$ cat config.mk
export PLATFORM = sky130hd
export DESIGN_NAME = umcie_top
export DESIGN_NICKNAME = d
export VERILOG_FILES = /design/src/hw/umcie_pkg.sv /design/src/hw/umcie_top.sv
export SDC_FILE = /design/constraint.sdc
export NUM_CORES = 1
export LEC_CHECK = 0
export BUFFER_PORTS_ARGS = -buffer_cell sky130_fd_sc_hd__buf_2
export CAP_MARGIN = 10
export CORE_MARGIN = 1
export CORE_UTILIZATION = 45
export CTS_CLUSTER_DIAMETER = 60
export DETAILED_ROUTE_END_ITERATION = 8
export PLACE_DENSITY = 0.84
export SYNTH_ARGS = -nofsm -noshare
export SYNTH_HDL_FRONTEND = slang
export SYNTH_SLANG_ARGS = --single-unit
$ cat constraint.sdc
create_clock -name mclk -period 3.6 [get_ports mclk]
set_clock_uncertainty 0.05 [all_clocks]
set_input_delay 0.72 -clock mclk [delete_from_list [all_inputs] [get_ports mclk]]
set_output_delay 0.72 -clock mclk [all_outputs]
set_load 0.03 [all_outputs]
$ cat src/hw/umcie_pkg.sv
/*
  Shared constants for the serial mode configuration and interrupt
  enable block: register offsets, mode register field positions,
  operating mode codes and interrupt source positions.
  Assumes a 32-bit classic Wishbone register bus, byte addressed.
*/
package umcie_pkg;

  // Register byte offsets
  localparam logic [7:0] OFS_MODE      = 8'h04;
  localparam logic [7:0] OFS_IRQ_SET   = 8'h08;
  localparam logic [7:0] OFS_IRQ_CLR   = 8'h0C;
  localparam logic [7:0] OFS_IRQ_MASK  = 8'h10;
  localparam logic [7:0] OFS_CFG_STAT  = 8'h30;

  // Reset values
  localparam logic [31:0] MODE_RST     = 32'h0000_0000;
  localparam logic [31:0] MASK_RST     = 32'h0000_0000;

  // Mode register field positions (low bit of each field)
  localparam int F_OPMODE    = 0;   // 4 bits
  localparam int F_CLKSRC    = 4;   // 2 bits
  localparam int F_CHARLEN   = 6;   // 2 bits
  localparam int F_SYNC      = 8;   // Also SPI clock phase
  localparam int F_PARITY    = 9;   // 3 bits
  localparam int F_STOP      = 12;  // 2 bits
  localparam int F_LOOP      = 14;  // 2 bits
  localparam int F_ORDER     = 16;  // Also SPI clock idle level
  localparam int F_NINE      = 17;
  localparam int F_CLKPIN    = 18;
  localparam int F_OVER      = 19;
  localparam int F_NAKINH    = 20;
  localparam int F_SUCCNAK   = 21;
  localparam int F_VARSYNC   = 22;
  localparam int F_MAXITER   = 24;  // 3 bits
  localparam int F_RXFILT    = 28;
  localparam int F_BIPHASE   = 29;
  localparam int F_SYNCEDGE  = 30;
  localparam int F_ONEBIT    = 31;
  localparam logic [31:0] MODE_WMASK = 32'hF77F_FFFF;

  // Interrupt source positions
  localparam logic [31:0] IRQ_VALID  = 32'h0118_3FFF;

  // Operating mode codes
  localparam logic [3:0] OPM_NORMAL = 4'h0;
  localparam logic [3:0] OPM_RS485  = 4'h1;
  localparam logic [3:0] OPM_HSHAKE = 4'h2;
  localparam logic [3:0] OPM_ISO_T0 = 4'h4;
  localparam logic [3:0] OPM_ISO_T1 = 4'h6;
  localparam logic [3:0] OPM_IRDA   = 4'h8;
  localparam logic [3:0] OPM_SPI_M  = 4'hE;
  localparam logic [3:0] OPM_SPI_S  = 4'hF;

  // Channel routing, clock source codes
  localparam logic [1:0] LOOP_NORMAL = 2'h0;
  localparam logic [1:0] LOOP_ECHO   = 2'h1;
  localparam logic [1:0] LOOP_LOCAL  = 2'h2;
  localparam logic [1:0] LOOP_REMOTE = 2'h3;
  localparam logic [1:0] CLK_PERIPH  = 2'h0;
  localparam logic [1:0] CLK_DIV     = 2'h1;
  localparam logic [1:0] CLK_EXT     = 2'h3;

  // Oversampling ratios and stop length in half bits
  localparam logic [4:0] OSR_16 = 5'h10;
  localparam logic [4:0] OSR_8  = 5'h08;
  localparam logic [2:0] STOP_ONE  = 3'h2;
  localparam logic [2:0] STOP_ONEH = 3'h3;
  localparam logic [2:0] STOP_TWO  = 3'h4;

  typedef enum logic [2:0] {
    UMCIE_PARITY_EVEN, UMCIE_PARITY_ODD, UMCIE_PARITY_SPACE,
    UMCIE_PARITY_MARK, UMCIE_PARITY_NONE, UMCIE_PARITY_MULTIDROP
  } umcie_parity_t;

endpackage

$ cat src/hw/umcie_top.sv
/*
  Mode register decode, line routing, receive filter, NAK control and
  interrupt enable mask for a multi-protocol serial transceiver.
  Assumes a classic Wishbone master on mclk, a shifter/baud core that
  consumes the decoded controls, and a status flag vector from it.
*/
// Our own choice: the Wishbone interface to the registers.
`timescale 1ns/100ps
`default_nettype none

module umcie_top
  import umcie_pkg::*;
(
  input  wire logic        mclk,
  input  wire logic        rst_b,
  // Wishbone slave
  input  wire logic        wb_cyc_i,
  input  wire logic        wb_stb_i,
  input  wire logic        wb_we_i,
  input  wire logic [7:0]  wb_adr_i,
  input  wire logic [3:0]  wb_sel_i,
  input  wire logic [31:0] wb_dat_i,
  output logic      [31:0] wb_dat_o,
  output logic             wb_ack_o,
  // Status flags from the core and interrupt request
  input  wire logic [31:0] status_flags,
  output logic             irq,
  // Line pins and core line ends
  input  wire logic        rxd_pin,
  output logic             txd_pin,
  input  wire logic        tx_core_out,
  output logic             rx_core_in,
  output logic             tx_allow,
  output logic             rx_allow,
  input  wire logic        sample_tick,
  // Clock pin
  input  wire logic        serial_clk_gen,
  output logic             sclk_pin_o,
  output logic             sclk_pin_oe,
  // Receive character result and NAK control
  input  wire logic        rx_char_done,
  input  wire logic        rx_parity_bad,
  input  wire logic        iter_clear,
  output logic             nak_send,
  output logic             retry_or_underrun,
  // Transmit holding write
  input  wire logic        tx_holding_write,
  input  wire logic        tx_holding_sync,
  output logic             tx_sync_cmd,
  // Decoded configuration
  output logic             biphase_tx_en,
  output logic             biphase_rx_en,
  output logic [4:0]       oversample_ratio,
  output logic [3:0]       char_bits,
  output logic             msb_first,
  output logic             spi_clock_idle_level,
  output logic             spi_change_on_lead,
  output logic             sync_mode,
  output logic [2:0]       stop_half_bits,
  output umcie_parity_t    parity_type,
  output logic [1:0]       clock_source_select,
  output logic [3:0]       op_mode,
  output logic             spi_mode,
  output logic             cfg_unsupported
);

  // Byte-lane expansion of the Wishbone select
  function automatic logic [31:0] lane_mask(input logic [3:0] sel);
    lane_mask = {{8{sel[3]}}, {8{sel[2]}}, {8{sel[1]}}, {8{sel[0]}}};
  endfunction

  logic [1:0]  rst_sync_r;
  logic        rst_n;
  logic        ack_r;
  logic [31:0] dat_r;
  logic [31:0] mode_r;
  logic [31:0] mask_r;
  logic        wb_req;
  logic        wr_take;
  logic [31:0] wr_bits;
  logic [2:0]  filt_r;
  logic        rx_line;
  logic        rx_filtered;
  logic [2:0]  iter_cnt_r;
  logic        nak_r;
  logic        iter_r;
  logic        sync_sel_r;
  logic        iso_t0;
  logic [1:0]  loop_sel;
  logic        stop_rsvd;

  // Reset release through two flip-flops
  always_ff @(posedge mclk or negedge rst_b) begin
    if (!rst_b) begin
      rst_sync_r <= 2'h0;
    end else begin
      rst_sync_r <= {rst_sync_r[0], 1'b1};
    end
  end
  assign rst_n = rst_sync_r[1];

  // Bus request, one wait state, write data gated by byte lanes
  assign wb_req  = wb_cyc_i & wb_stb_i;
  assign wr_take = wb_req & wb_we_i & ~ack_r;
  assign wr_bits = wb_dat_i & lane_mask(wb_sel_i);

  // Acknowledge one cycle after the request, then drop
  always_ff @(posedge mclk or negedge rst_n) begin
    if (!rst_n) begin
      ack_r <= 1'b0;
    end else begin
      ack_r <= wb_req & ~ack_r;
    end
  end
  assign wb_ack_o = ack_r;

  // Read data captured with the acknowledge; unmapped reads give zero
  always_ff @(posedge mclk or negedge rst_n) begin
    if (!rst_n) begin
      dat_r <= 32'h0000_0000;
    end else if (wb_req & ~wb_we_i & ~ack_r) begin
      case (wb_adr_i)
        OFS_MODE:     dat_r <= mode_r;
        OFS_IRQ_MASK: dat_r <= mask_r;
        OFS_CFG_STAT: dat_r <= {30'h0, cfg_unsupported, iter_r};
        default:      dat_r <= 32'h0000_0000;
      endcase
    end
  end
  assign wb_dat_o = dat_r;

  // Mode register, byte-lane writes
  always_ff @(posedge mclk or negedge rst_n) begin
    if (!rst_n) begin
      mode_r <= MODE_RST;
    end else if (wr_take && wb_adr_i == OFS_MODE) begin
      mode_r <= (mode_r & ~(lane_mask(wb_sel_i) & MODE_WMASK))
              | (wr_bits & MODE_WMASK);
    end
  end

  // Interrupt mask: set and clear registers touch only ones written
  always_ff @(posedge mclk or negedge rst_n) begin
    if (!rst_n) begin
      mask_r <= MASK_RST;
    end else if (wr_take && wb_adr_i == OFS_IRQ_SET) begin
      mask_r <= mask_r | (wr_bits & IRQ_VALID);
    end else if (wr_take && wb_adr_i == OFS_IRQ_CLR) begin
      mask_r <= mask_r & ~(wr_bits & IRQ_VALID);
    end
  end

  // Interrupt request from enabled flags
  assign irq = |(status_flags & mask_r & IRQ_VALID);

  // Field decode
  assign op_mode  = mode_r[F_OPMODE +: 4];
  assign spi_mode = (op_mode == OPM_SPI_M) | (op_mode == OPM_SPI_S);
  assign iso_t0   = (op_mode == OPM_ISO_T0);
  assign loop_sel = mode_r[F_LOOP +: 2];
  assign clock_source_select = mode_r[F_CLKSRC +: 2];

  // Biphase codec enables both directions together
  assign biphase_tx_en = mode_r[F_BIPHASE];
  assign biphase_rx_en = mode_r[F_BIPHASE];

  // Oversampling ratio
  assign oversample_ratio = mode_r[F_OVER] ? OSR_8 : OSR_16;

  // Character length: nine bits, else five plus field
  assign char_bits = mode_r[F_NINE] ? 4'h9 :
                     (4'h5 + {2'h0, mode_r[F_CHARLEN +: 2]});

  // Shared bits: bit order or clock idle, sync or phase
  assign msb_first = ~spi_mode & mode_r[F_ORDER];
  assign spi_clock_idle_level = spi_mode & mode_r[F_ORDER];
  assign spi_change_on_lead = spi_mode & ~mode_r[F_SYNC];
  assign sync_mode = ~spi_mode & mode_r[F_SYNC];

  // Stop length in half bits; 1.5 only when asynchronous
  always_comb begin
    stop_rsvd = 1'b0;
    case (mode_r[F_STOP +: 2])
      2'h0: stop_half_bits = STOP_ONE;
      2'h1: begin
        stop_half_bits = STOP_ONEH;
        stop_rsvd = sync_mode;
      end
      2'h2: stop_half_bits = STOP_TWO;
      default: begin
        stop_half_bits = STOP_ONE;
        stop_rsvd = 1'b1;
      end
    endcase
  end

  // Parity type decode
  always_comb begin
    case (mode_r[F_PARITY +: 3])
      3'h0:    parity_type = UMCIE_PARITY_EVEN;
      3'h1:    parity_type = UMCIE_PARITY_ODD;
      3'h2:    parity_type = UMCIE_PARITY_SPACE;
      3'h3:    parity_type = UMCIE_PARITY_MARK;
      3'h4,
      3'h5:    parity_type = UMCIE_PARITY_NONE;
      default: parity_type = UMCIE_PARITY_MULTIDROP;
    endcase
  end

  // Reserved codes in stop, clock source and operating mode
  always_comb begin
    case (op_mode)
      OPM_NORMAL, OPM_RS485, OPM_HSHAKE, OPM_ISO_T0, OPM_ISO_T1,
      OPM_IRDA, OPM_SPI_M, OPM_SPI_S: cfg_unsupported = stop_rsvd;
      default: cfg_unsupported = 1'b1;
    endcase
    if (clock_source_select == 2'h2) begin
      cfg_unsupported = 1'b1;
    end
  end

  // Clock pin driven only from an internal source
  assign sclk_pin_oe = mode_r[F_CLKPIN]
                     & (clock_source_select != CLK_EXT);
  assign sclk_pin_o  = sclk_pin_oe & serial_clk_gen;

  // Receive majority filter sampled at sixteenth-bit ticks
  always_ff @(posedge mclk or negedge rst_n) begin
    if (!rst_n) begin
      filt_r <= 3'h7;
    end else if (sample_tick) begin
      filt_r <= {filt_r[1:0], rxd_pin};
    end
  end
  assign rx_filtered = (filt_r[0] & filt_r[1]) | (filt_r[1] & filt_r[2])
                     | (filt_r[0] & filt_r[2]);
  assign rx_line = mode_r[F_RXFILT] ? rx_filtered : rxd_pin;

  // Channel routing between pins and core
  always_comb begin
    txd_pin    = tx_core_out;
    rx_core_in = rx_line;
    tx_allow   = 1'b1;
    rx_allow   = 1'b1;
    case (loop_sel)
      LOOP_ECHO: txd_pin = rxd_pin;
      LOOP_LOCAL: begin
        txd_pin    = 1'b1;
        rx_core_in = tx_core_out;
      end
      LOOP_REMOTE: begin
        txd_pin  = rxd_pin;
        tx_allow = 1'b0;
        rx_allow = 1'b0;
      end
      default: txd_pin = tx_core_out;
    endcase
  end

  // Successive parity error count and NAK pulse
  always_ff @(posedge mclk or negedge rst_n) begin
    if (!rst_n) begin
      iter_cnt_r <= 3'h0;
      nak_r      <= 1'b0;
    end else begin
      nak_r <= 1'b0;
      if (iso_t0 && rx_char_done && !rx_parity_bad) begin
        iter_cnt_r <= 3'h0;
      end else if (iso_t0 && rx_char_done) begin
        if (!mode_r[F_SUCCNAK]) begin
          nak_r <= ~mode_r[F_NAKINH];
        end else if (iter_cnt_r < mode_r[F_MAXITER +: 3]) begin
          iter_cnt_r <= iter_cnt_r + 3'h1;
          nak_r <= ~mode_r[F_NAKINH];
        end
      end
    end
  end
  assign nak_send = nak_r;

  // Iteration flag: setting wins over a clear in the same cycle
  always_ff @(posedge mclk or negedge rst_n) begin
    if (!rst_n) begin
      iter_r <= 1'b0;
    end else if (iso_t0 && rx_char_done && rx_parity_bad
                 && mode_r[F_SUCCNAK]
                 && iter_cnt_r >= mode_r[F_MAXITER +: 3]) begin
      iter_r <= 1'b1;
    end else if (iter_clear) begin
      iter_r <= 1'b0;
    end
  end
  assign retry_or_underrun = iter_r;

  // Sync bit captured from each holding register write
  always_ff @(posedge mclk or negedge rst_n) begin
    if (!rst_n) begin
      sync_sel_r <= 1'b0;
    end else if (tx_holding_write) begin
      sync_sel_r <= tx_holding_sync;
    end
  end
  assign tx_sync_cmd = mode_r[F_VARSYNC] ? sync_sel_r : mode_r[F_SYNC];
endmodule

`default_nettype wire

### Yosys cells after proc, flatten, opt, wreduce, memory -nomap -nowiden

Cells that the tools add are included.

| storage, ports and cells | value |
|---|---|
| bits in registers | 108 |
| logic and storage cells | 117 |

| operators by class | value |
|---|---|
| $add $sub $neg | 2 |
| magnitude comparators | 2 |
| equal/unequal tests | 24 |
| multiplexer cells | 25 |
| bitwise operators | 31 |
| reduce and logical (&&, ||, !) cells | 23 |

Operator list:

| cell | count |
|---|---|
| $and 32x32->32 | 3 |
| $pmux 32 s3 | 1 |
| $mux 32 | 2 |
| $not 25->32 | 1 |
| $not 32->32 | 1 |
| $or 32x25->32 | 1 |
| $or 32x32->32 | 1 |
| $and 25x25->25 | 1 |
| $reduce_or 17->1 | 1 |
| $eq 8x4->1 const B | 2 |
| $and 1x1->1 | 15 |
| $pmux 3 s5 | 1 |
| $eq 4x4->1 const B | 3 |
| $mux 1 | 12 |
| $mux 3 | 4 |
| $reduce_bool 2->1 | 5 |
| $eq 2x2->1 const B | 4 |
| $eq 4x3->1 const B | 2 |
| $eq 8x3->1 const B | 1 |
| $eq 8x5->1 const B | 1 |
| $eq 8x6->1 const B | 1 |
| $logic_and 1x1->1 | 8 |
| $reduce_or 8->1 | 1 |
| $eq 3x2->1 const B | 2 |
| 22 further kinds | 33 |

### Depth between registers and ports, before layout

Gate-level depths: netlist of the first run.

| depth | value |
|---|---|
| depth in word-level cells | 8 |
| gate-level depth with buffers | 6 |
| gate-level depth less buffers | 6 |

### Least setup slack after synthesis of the first run

Ideal clock, no wire load.

| timing path | value |
|---|---|
| path kind | input to register |
| start | in wb_adr_i[5] |
| end | reg with a tool-made name |
| library setup time | 0.125 ns |
| arrival | 2.272 ns |
| required time | 3.425 ns |
| slack | 1.153 ns |
| stages on the path | 6 |
| buffers on the path | 2 |
| cells stage by stage | or4_1 > buf_2 > nor4_4 > buf_6 > nand3_1 > mux2_4 |

RTL lines:

| what | line | source |
|---|---|---|
| start: declaration | umcie_top.sv:20 | `input wire logic [7:0] wb_adr_i,` |

==> results of run 1 <==
==> worst max-delay path, stage by stage (launching register included) <==
cell and delay (ns):
dfrtp_1 0.47, and3_1 0.31, o32ai_1 0.35, or2_2 0.18
buf_2 0.19
==> routing by layer <==
| metal | routed length [um] | GRT usage [%] |
|---|---|---|
| met1 | 4510 | 29.8 |
| met2 | 5570 | 40.6 |
| met3 | 595 | 3.51 |
| met4 | 230 | 9.28 |
| met5 | 0 | 0 |
==> Yosys cell counts (2+ instances only) <==
| cell | instances |
|---|---|
| a211oi_1 | 2 |
| a221oi_1 | 2 |
| a22o_1 | 2 |
| a22oi_1 | 20 |
| a41oi_1 | 2 |
| and2_1 | 2 |
| and3_1 | 2 |
| buf_2 | 4 |
| buf_4 | 15 |
| clkbuf_1 | 10 |
| conb_1 | 2 |
| dfrtp_1 | 86 |
| dfstp_2 | 3 |
| ha_1 | 5 |
| inv_1 | 12 |
| mux2_1 | 3 |
| mux2_2 | 48 |
| mux2i_1 | 2 |
| nand2_1 | 54 |
| nand2b_1 | 2 |
| nand3_1 | 19 |
| nand4b_1 | 2 |
| nor2_1 | 6 |
| nor2b_1 | 7 |
| nor3_2 | 2 |
| nor4_4 | 2 |
| o211ai_1 | 2 |
| o21ai_0 | 32 |
| o311ai_0 | 4 |
| o32ai_1 | 2 |
| or2_2 | 4 |
| or3_1 | 2 |
==> worst max path at each step <==
stage	start	to	slack [ns]	cells after the start
final	register	cfg_unsupported	0.99	4
after global routing	register	cfg_unsupported	0.87	4
after CTS	register	cfg_unsupported	0.97	4
after detailed placement	wb_adr_i[5]	register	0.77	5
after global placement	wb_adr_i[5]	register	0.81	5
after floorplan	rst_sync_r[1]	asynchronous set/reset pin	0.89	0
==> layout make-up <==
type | instances | area share (%)
Sequential cell | 89 | 43.1
Multi-Input combinational cell | 253 | 34.9
Timing Repair Buffer | 146 | 14.8
Clock buffer | 11 | 2.73
Tap cell | 111 | 2.68
Inverter | 13 | 0.942
Clock inverter | 5 | 0.749
==> power breakdown <==
part | switching, mW | internal [mW] | leakage [nW]
sequential | 0.0208 | 1.02 | 1.22
clock | 0.355 | 0.274 | 0.0899
combinational | 0.0846 | 0.0626 | 1.31
total | 0.460 | 1.35 | 2.62
==> kinds of logic (layout without fill, tap and decap cells) <==
group	count (synthesis)	in the layout	synth area share, %
buffers and inverters	43	175	5.42
DFF	89	89	52.5
other	2	6	0.177
adders and majority gates	6	6	1.71
and+or+nand+nor	110	110	13.5
muxes	54	54	14.4
AOI/OAI and AO/OA	77	77	12.3
==> impl_results.md, run 1 <==
- Sequential Area: 2230 sq um
- Worst Tran Pin Value: 0.574 ns
- Largest net degree at the start of global routing: 88
- Status: completed
- Diodes inserted: 0
- Hold_ws: 0.0862 ns
- Post-synth cell types: 51
- Via/cell ratio: 5.46
- Post-synthesis cell count: 381
- Final min period: 2.61 ns
- Total power: 1.81 mW
- Dpl cell area: 4970 sq um
- Routability cong.: 0.908
- Initial drt markers: 141
- Synth Flop Type: dfrtp_1
- Sink Count: 89
- Post-DP HPWL: 7.97 mm
- WP data arrival: 1.84 ns
- Share of cells above drive strength 1: 43.3%
- Detail Route Antenna Nets: 0
- P&R area growth vs syn: 22.0%
- Root buffer cell: clkbuf_8
- Max VDD drop: 0.162 mV
- Setup WS pre-CTS: 0.771 ns
- Hold-fix buffer count after cts: 0
- Reg2reg setup slack: 1.40 ns
- Synth top area share: 50.7%
- Yosys warns: 0
- Clk Latency, worst-skew pair: 0.34 ns
- Starting Density: 46.2%
- Worst setup SP type: register
- Area of the core: 9200 sq um
- Overflow after GRT: 0
- Post-synth top area cell: dfrtp_1
- Avg Synthesized Cell Area: 11.1 sq um
- Clock buffer depth: 2
- Setup TNS: 0 ns
- HP Class: in2async
- Die area: 9830 sq um
- Synth async-reset ratio: 100%
- Ports: 162
- #FFs+latches synth: 89
- Post-synth EDFFs: 0
- DRC: 0
- RSZ-0062 raised after global routing: false
- CP max FO: 7
- Mapped Area: 4250 sq um
- H-tree Lvls: 3
- Nets: 607
- Final wirelength: 10.9 mm
- Max-Cap Viols: 0
- Final worst slack: 0.989 ns
- Final instance area: 5180 sq um
- Pre-antenna DRT Iters: 4
- Wire length per cell: 17.4 um
- Ranking of synthesized cells by area: dfrtp_1 (51%), mux2_2 (13%), nand2_1 (4.8%), o21ai_0 (3.8%), a22oi_1 (3.5%)
- Layout fillers: 816
- Post-CTS setup buffer count: 0
- Critical Path Sink Type: output pin
- Most common cell after layout, fill and taps aside: buf_2
- Clock transition at path regs: 0.09 ns
- Final setup violation count: 0
- DIE HEIGHT: 99.1 um
- Final period utilization: 72.5%
- CTS Buf Count: 9
- Power Density: 350 nW/um^2
- Final core occ: 56.3%
- Vias: 3,431
- Reg-to-Reg Start: wb_ack_o
- Vias in the first global route: 3,497
- Gr usage total: 23.5%
- Post-CTS sizing: 0
- Die span in x: 99.1 um
- WP data required: 2.83 ns
- Leakage: 2.62 nW
- CTS tree: yes
- Fin. Hold Viols: 0
- Dpl cells: 611
- Layout Cells excl Fill: 628
- Most frequent cells in the layout: buf_2 (139), dfrtp_1 (85), nand2_1 (54)
- Port bufs: 139
- Highest attainable clock frequency: 383 MHz
- Row count: 35
- Setup Crit Path Kind: reg2out
- Sequential fraction of the synthesis area: 52.5%
- Area occupied by multi-input gates: 1810 sq um
- Final Max Tran Viols: 0
- R2R cell count: 4
- Initial antenna violation count: 0
- Slew HR: 61.7%
- First-pass GRT wire length: 17.7 mm
(Power assumes the default switching activity.)
==> run 2, diff against run 1 <==
CORE_UTILIZATION = 44   (was 45)
PLACE_DENSITY = 0.86   (was 0.84)
clock period = 2.2 ns   (was 3.6 ns; I/O delays follow)
==> impl_results.md, run 2 (same netlist as run 1, synthesis figures left out) <==
- Hold path cells: 2
- Gr usage total: 23.7% (was 23.5%)
- Dpl cell area: 5150 sq um (was 4970 sq um)
- Row count: 35 (unchanged)
- Clock transition at path regs: 0.10 ns (was 0.09 ns)
- Critical Path Sink Type: output pin (unchanged)
- CTS Buf Count: 9 (unchanged)
- Highest attainable clock frequency: 466 MHz
- Setup Crit Path Kind: reg2out (unchanged)
- Hold_ws: 0.243 ns (was 0.0862 ns)
- Port bufs: 139 (unchanged)
- Vias: 3,601 (was 3,431)
- Overflow after GRT: 0 (unchanged)
- Area of the core: 9280 sq um (was 9200 sq um)
- Post-DP HPWL: 8.34 mm (was 7.97 mm)
- Ports: 162 (unchanged)
- Final setup violation count: 0 (unchanged)
- Clock buffer depth: 2 (unchanged)
- Starting Density: 45.7% (was 46.2%)
- Final Max Tran Viols: 0 (unchanged)
- Area occupied by multi-input gates: 1850 sq um (was 1810 sq um)
- R2R cell count: 5 (was 4)
- Worst setup SP type: register (unchanged)
- Max-Cap Viols: 0 (unchanged)
- Sequential Area: 2230 sq um (unchanged)
- Leakage: 2.70 nW (was 2.62 nW)
- CP max FO: 4 (was 7)
- Vias in the first global route: 3,516 (was 3,497)
- Total power: 3.02 mW (was 1.81 mW)
- Die area: 10,000 sq um (was 9830 sq um)
- DRC: 0 (unchanged)
- Initial drt markers: 203 (was 141)
- RSZ-0062 raised after global routing: false (unchanged)
- Clock share of power: 35.3% (was 34.7%)
- Final period utilization: 97.6%
- Initial antenna violation count: 1 (was 0)
- Sink Count: 89 (unchanged)
- Dpl cells: 643 (was 611)
- CTS tree: yes (unchanged)
- Root buffer cell: clkbuf_8 (unchanged)
- Pre-antenna DRT Iters: 5 (was 4)
- Layout fillers: 819 (was 816)
- Clk Latency, worst-skew pair: 0.36 ns (was 0.34 ns)
- Final min period: 2.15 ns
- Detail Route Antenna Nets: 0 (unchanged)
- Seq pwr share: 56.2% (was 57.2%)
- Setup TNS: 0 ns (unchanged)
- Routability cong.: 0.876 (was 0.908)
- Via/cell ratio: 5.44 (was 5.46)
- Final worst slack: 0.0530 ns (was 0.989 ns)
- Most frequent cells in the layout: buf_2 (136), dfrtp_1 (85), nand2_1 (54) (was buf_2 (139), dfrtp_1 (85), nand2_1 (54))
- Fin. Hold Viols: 0 (unchanged)
- HP Class: in2reg (was in2async)
- Setup WS pre-CTS: -0.128 ns (was 0.771 ns)
- Power Density: 557 nW/um^2 (was 350 nW/um^2)
- Wire length per cell: 17.1 um (was 17.4 um)
- Most common cell after layout, fill and taps aside: buf_2 (unchanged)
- Max VDD drop: 0.270 mV (was 0.162 mV)
- Final core occ: 58.4% (was 56.3%)
- H-tree Lvls: 3 (unchanged)
- NetSw: 0.770 mW (was 0.460 mW)
- WP data arrival: 1.66 ns (was 1.84 ns)
- DIE HEIGHT: 100 um (was 99.1 um)
- WP data required: 1.71 ns (was 2.83 ns)
- Layout Cells excl Fill: 662 (was 628)
- Slew HR: 65.6% (was 61.7%)
- P&R area growth vs syn: 27.7% (was 22.0%)
- Int Pwr: 2.25 mW (was 1.35 mW)
- Worst Tran Pin Value: 0.509 ns (was 0.574 ns)
- Combinational power share: 8.5% (was 8.1%)
- First-pass GRT wire length: 18.0 mm (was 17.7 mm)
- Switching share of power: 25.5% (was 25.4%)
- Die span in x: 100 um (was 99.1 um)
- Nets: 622 (was 607)
- Status: completed (unchanged)
- Final instance area: 5420 sq um (was 5180 sq um)
- Largest net degree at the start of global routing: 52 (was 88)
- Share of cells above drive strength 1: 46.1% (was 43.3%)
- Final wirelength: 11.4 mm (was 10.9 mm)
==> run 2: cell types whose count changed in the layout (fill, tap and decap cells not counted), sizes merged <==
cell / delta
clkinv: -3
dlygate4sd3: +1
clkinvlp: +3
diode: +1
buf: +13
clkbuf: +1
==> run 2: final timing paths <==
path / startpoint / to / slack [ns]
max: register / cfg_unsupported / 0.05
min: wb_dat_i[22] / register / 0.24
max reg2reg: wb_ack_o / register / 0.21
min reg2reg: rst_sync_r[1] / asynchronous set/reset pin / 0.25
max in group asynchronous: rst_sync_r[1] / filt_r[1] / 1.18
min in group asynchronous: rst_sync_r[1] / asynchronous set/reset pin / 0.25
==> run 2: power groups by stage <==
stage	Clock (mW)	Combinational (mW)	Sequential, mW
finish	1.07	0.257	1.70
global route	1.16	0.280	1.70
CTS	1.09	0.255	1.70
detailed placement	0	0.251	1.73
global placement	0	0.239	1.73
floorplan	0	0.118	1.73
==> run 2: worst max-delay path, stage by stage (launching register included) <==
cell and delay, ns:
dfrtp_1 0.43, buf_6 0.15, a211oi_4 0.21, o32ai_2 0.11, or2_4 0.25, buf_6 0.14
==> run 2: per-layer routing <==
layer	share of wire (%)	GRT usage, %	vias up	wire [um]
met5	0	0	-	0
met1	40	29.3	1769	4540
met2	52	40.9	165	5900
met3	6.3	3.83	24	713
met4	1.7	10.4	0	198
li1	-	-	1643	-
==> run 2: final cells by class <==
cell class | count | area share, %
diodes | 1 | 0.0461
clock buffers | 11 | 2.79
clock inverters | 5 | 0.715
inverters | 13 | 0.900
multi-input cells | 253 | 34.2
flip-flops and latches | 89 | 41.2
well taps | 129 | 2.98
repair buffers | 161 | 17.2
==> run 2: timing repair <==
item                       in CTS  in global routing
pin swaps                       1                  2
gates cloned                    0                  0
buffers inserted                0                  1
hold buffers                    1                  0
setup endpoints to repair       2                  3
hold endpoints to repair        2                  0
resized for setup               7                 11
==> run 3, diff against run 2 <==
==> constraint.sdc (replaced) <==
create_clock -name mclk -period 2.2 [get_ports mclk]
set_clock_uncertainty 0.05 [all_clocks]
set_input_delay 0.33 -clock mclk [delete_from_list [all_inputs] [get_ports mclk]]
set_output_delay 0.33 -clock mclk [all_outputs]
set_load 0.03 [all_outputs]
==> impl_results.md, run 3 (same netlist as run 1, synthesis figures left out) <==
- Hold_ws: 0.125 ns (was 0.243 ns)
- Reg2reg setup slack: 0.18 ns (was 0.21 ns)
- Clock buffer depth: 2 (unchanged)
- Pre-antenna DRT Iters: 4 (was 5)
- Row count: 35 (unchanged)
- Setup TNS: 0 ns (unchanged)
- Grt met1 use: 29.7% (was 29.3%)
- P&R area growth vs syn: 26.6% (was 27.7%)
- Worst hold start: iter_clear (was wb_dat_i[22])
- Final period utilization: 96.6% (was 97.6%)
- Area of the core: 9280 sq um (unchanged)
- Port bufs: 139 (unchanged)
- DIE HEIGHT: 100 um (unchanged)
- Post-CTS setup buffer count: 0 (unchanged)
- Hold path cells: 2 (unchanged)
- Final instance area: 5370 sq um (was 5420 sq um)
- Final wirelength: 11.4 mm (about the same)
- Dpl cell area: 5140 sq um (was 5150 sq um)
- Power Density: 579 nW/um^2 (was 557 nW/um^2)
- Overflow after GRT: 0 (unchanged)
- Initial antenna violation count: 0 (was 1)
- Final setup violation count: 0 (unchanged)
- Worst setup SP type: register (unchanged)
- Post-DP HPWL: 8.47 mm (was 8.34 mm)
- Starting Density: 45.7% (unchanged)
- WP data arrival: 1.74 ns (was 1.66 ns)
- R2R cell count: 5 (unchanged)
- Via/cell ratio: 5.45 (was 5.44)
- Final Max Tran Viols: 0 (unchanged)
- H-tree Lvls: 3 (unchanged)
- Vias: 3,586 (was 3,601)
- Total power: 3.11 mW (was 3.02 mW)
- Wire length per cell: 17.4 um (was 17.1 um)
- Routability cong.: 0.904 (was 0.876)
- Busiest grt layer: met2 (unchanged)
- Ports: 162 (unchanged)
- Die span in x: 100 um (unchanged)
- Fin. Hold Viols: 0 (unchanged)
- CTS tree: yes (unchanged)
- Setup Crit Path Kind: reg2out (unchanged)
- Gr usage total: 23.8% (was 23.7%)
- Leakage: 2.69 nW (was 2.70 nW)
- CP top delay family: flip-flops (unchanged)
- WP data required: 1.82 ns (was 1.71 ns)
- Clk Latency, worst-skew pair: 0.34 ns (was 0.36 ns)
- Initial drt markers: 121 (was 203)
- Share of cells above drive strength 1: 45.2% (was 46.1%)
- Slowest stage delay, CP: 0.40 ns (was 0.43 ns)
- Final min period: 2.12 ns (was 2.15 ns)
- Reg-to-Reg Start: wb_ack_o (unchanged)
- CTS Buf Count: 9 (unchanged)
- Sink Count: 89 (unchanged)
- Diodes inserted: 0 (was 1)
- Most frequent cells in the layout: buf_2 (139), dfrtp_1 (83), nand2_1 (54) (was buf_2 (136), dfrtp_1 (85), nand2_1 (54))
- Most common cell after layout, fill and taps aside: buf_2 (unchanged)
- HP Class: in2reg (unchanged)
- Critical Path Sink Type: output pin (unchanged)
- Hold Path End: retry_or_underrun
- Nets: 619 (was 622)
- DRC: 0 (unchanged)
- M2 GR Usage: 42.3% (was 40.9%)
- Clock transition at path regs: 0.09 ns (was 0.10 ns)
- Routing usage on met3: 3.48% (was 3.83%)
- Die area: 10,000 sq um (unchanged)
- Detail Route Antenna Nets: 0 (unchanged)
- First-pass GRT wire length: 18.3 mm (was 18.0 mm)
- CP Buf/Inv Count: 2 (unchanged)
- Root buffer cell: clkbuf_8 (unchanged)
- Highest attainable clock frequency: 471 MHz (was 466 MHz)
- Max stage delay cell, worst path: dfrtp_1 (unchanged)
- Max VDD drop: 0.355 mV (was 0.270 mV)
- Vias in the first global route: 3,664 (was 3,516)
- Largest net degree at the start of global routing: 46 (was 52)
- Status: completed (unchanged)
- CP max FO: 6 (was 4)
- Crit-path cells: buf_4, a211oi_2, o32ai_2, or2_2, buf_2 (was buf_6, a211oi_4, o32ai_2, or2_4, buf_6)
- Max-Cap Viols: 0 (unchanged)
==> run 3: layout make-up <==
cell class	count	area [sq um]
clock buffer	14	173
clock inverter	2	35.0
fill	830	3910
inverter	13	48.8
multi-input combinational	253	1830
sequential	89	2240
tap	129	161
timing repair buffer	158	891
==> run 3: worst max-delay path by stage <==
| stage | from | end | slack, ns | cells after the start |
|---|---|---|---|---|
| after floorplan | wb_adr_i[5] | register | 0.14 | 6 |
| after global placement | wb_adr_i[5] | register | 0.01 | 6 |
| after detailed placement | wb_adr_i[5] | register | -0.02 | 6 |
| after CTS | register | cfg_unsupported | 0.01 | 4 |
| after global routing | register | cfg_unsupported | -0.006 | 5 |
| final | register | cfg_unsupported | 0.08 | 5 |
==> run 3: power by group <==
part           internal [mW]  switching [mW]  leakage, nW  total [mW]
combinational          0.108           0.149         1.37       0.257
sequential              1.66          0.0280         1.22        1.69
clock                  0.619           0.545        0.107        1.16
==> run 3: timing repair <==
| item | CTS | global route |
|---|---|---|
| pin swaps | 0 | 0 |
| gates resized for setup | 1 | 5 |
| hold buffers | 1 | 0 |
| endpoints found under the hold margin | 2 | 0 |
| endpoints found under the setup margin | 1 | 1 |
==> run 3: stage by stage <==
step           setup WS [ns]  utilization [%]  instances
6_report              0.0755             57.9        658
5_1_grt             -0.00583             57.9        658
4_1_cts               0.0127             57.7        658
3_5_place_dp         -0.0243             55.3        641
3_3_place_gp          0.0130             55.3        641
2_1_floorplan          0.143                -        385
==> run 3: per-layer routing <==
metal  wire length (um)  vias to the layer above
li1                   -                     1639
met1               4810                     1805
met2               5910                      133
met3                609                        9
met4                 88                        0
met5                  0                        -
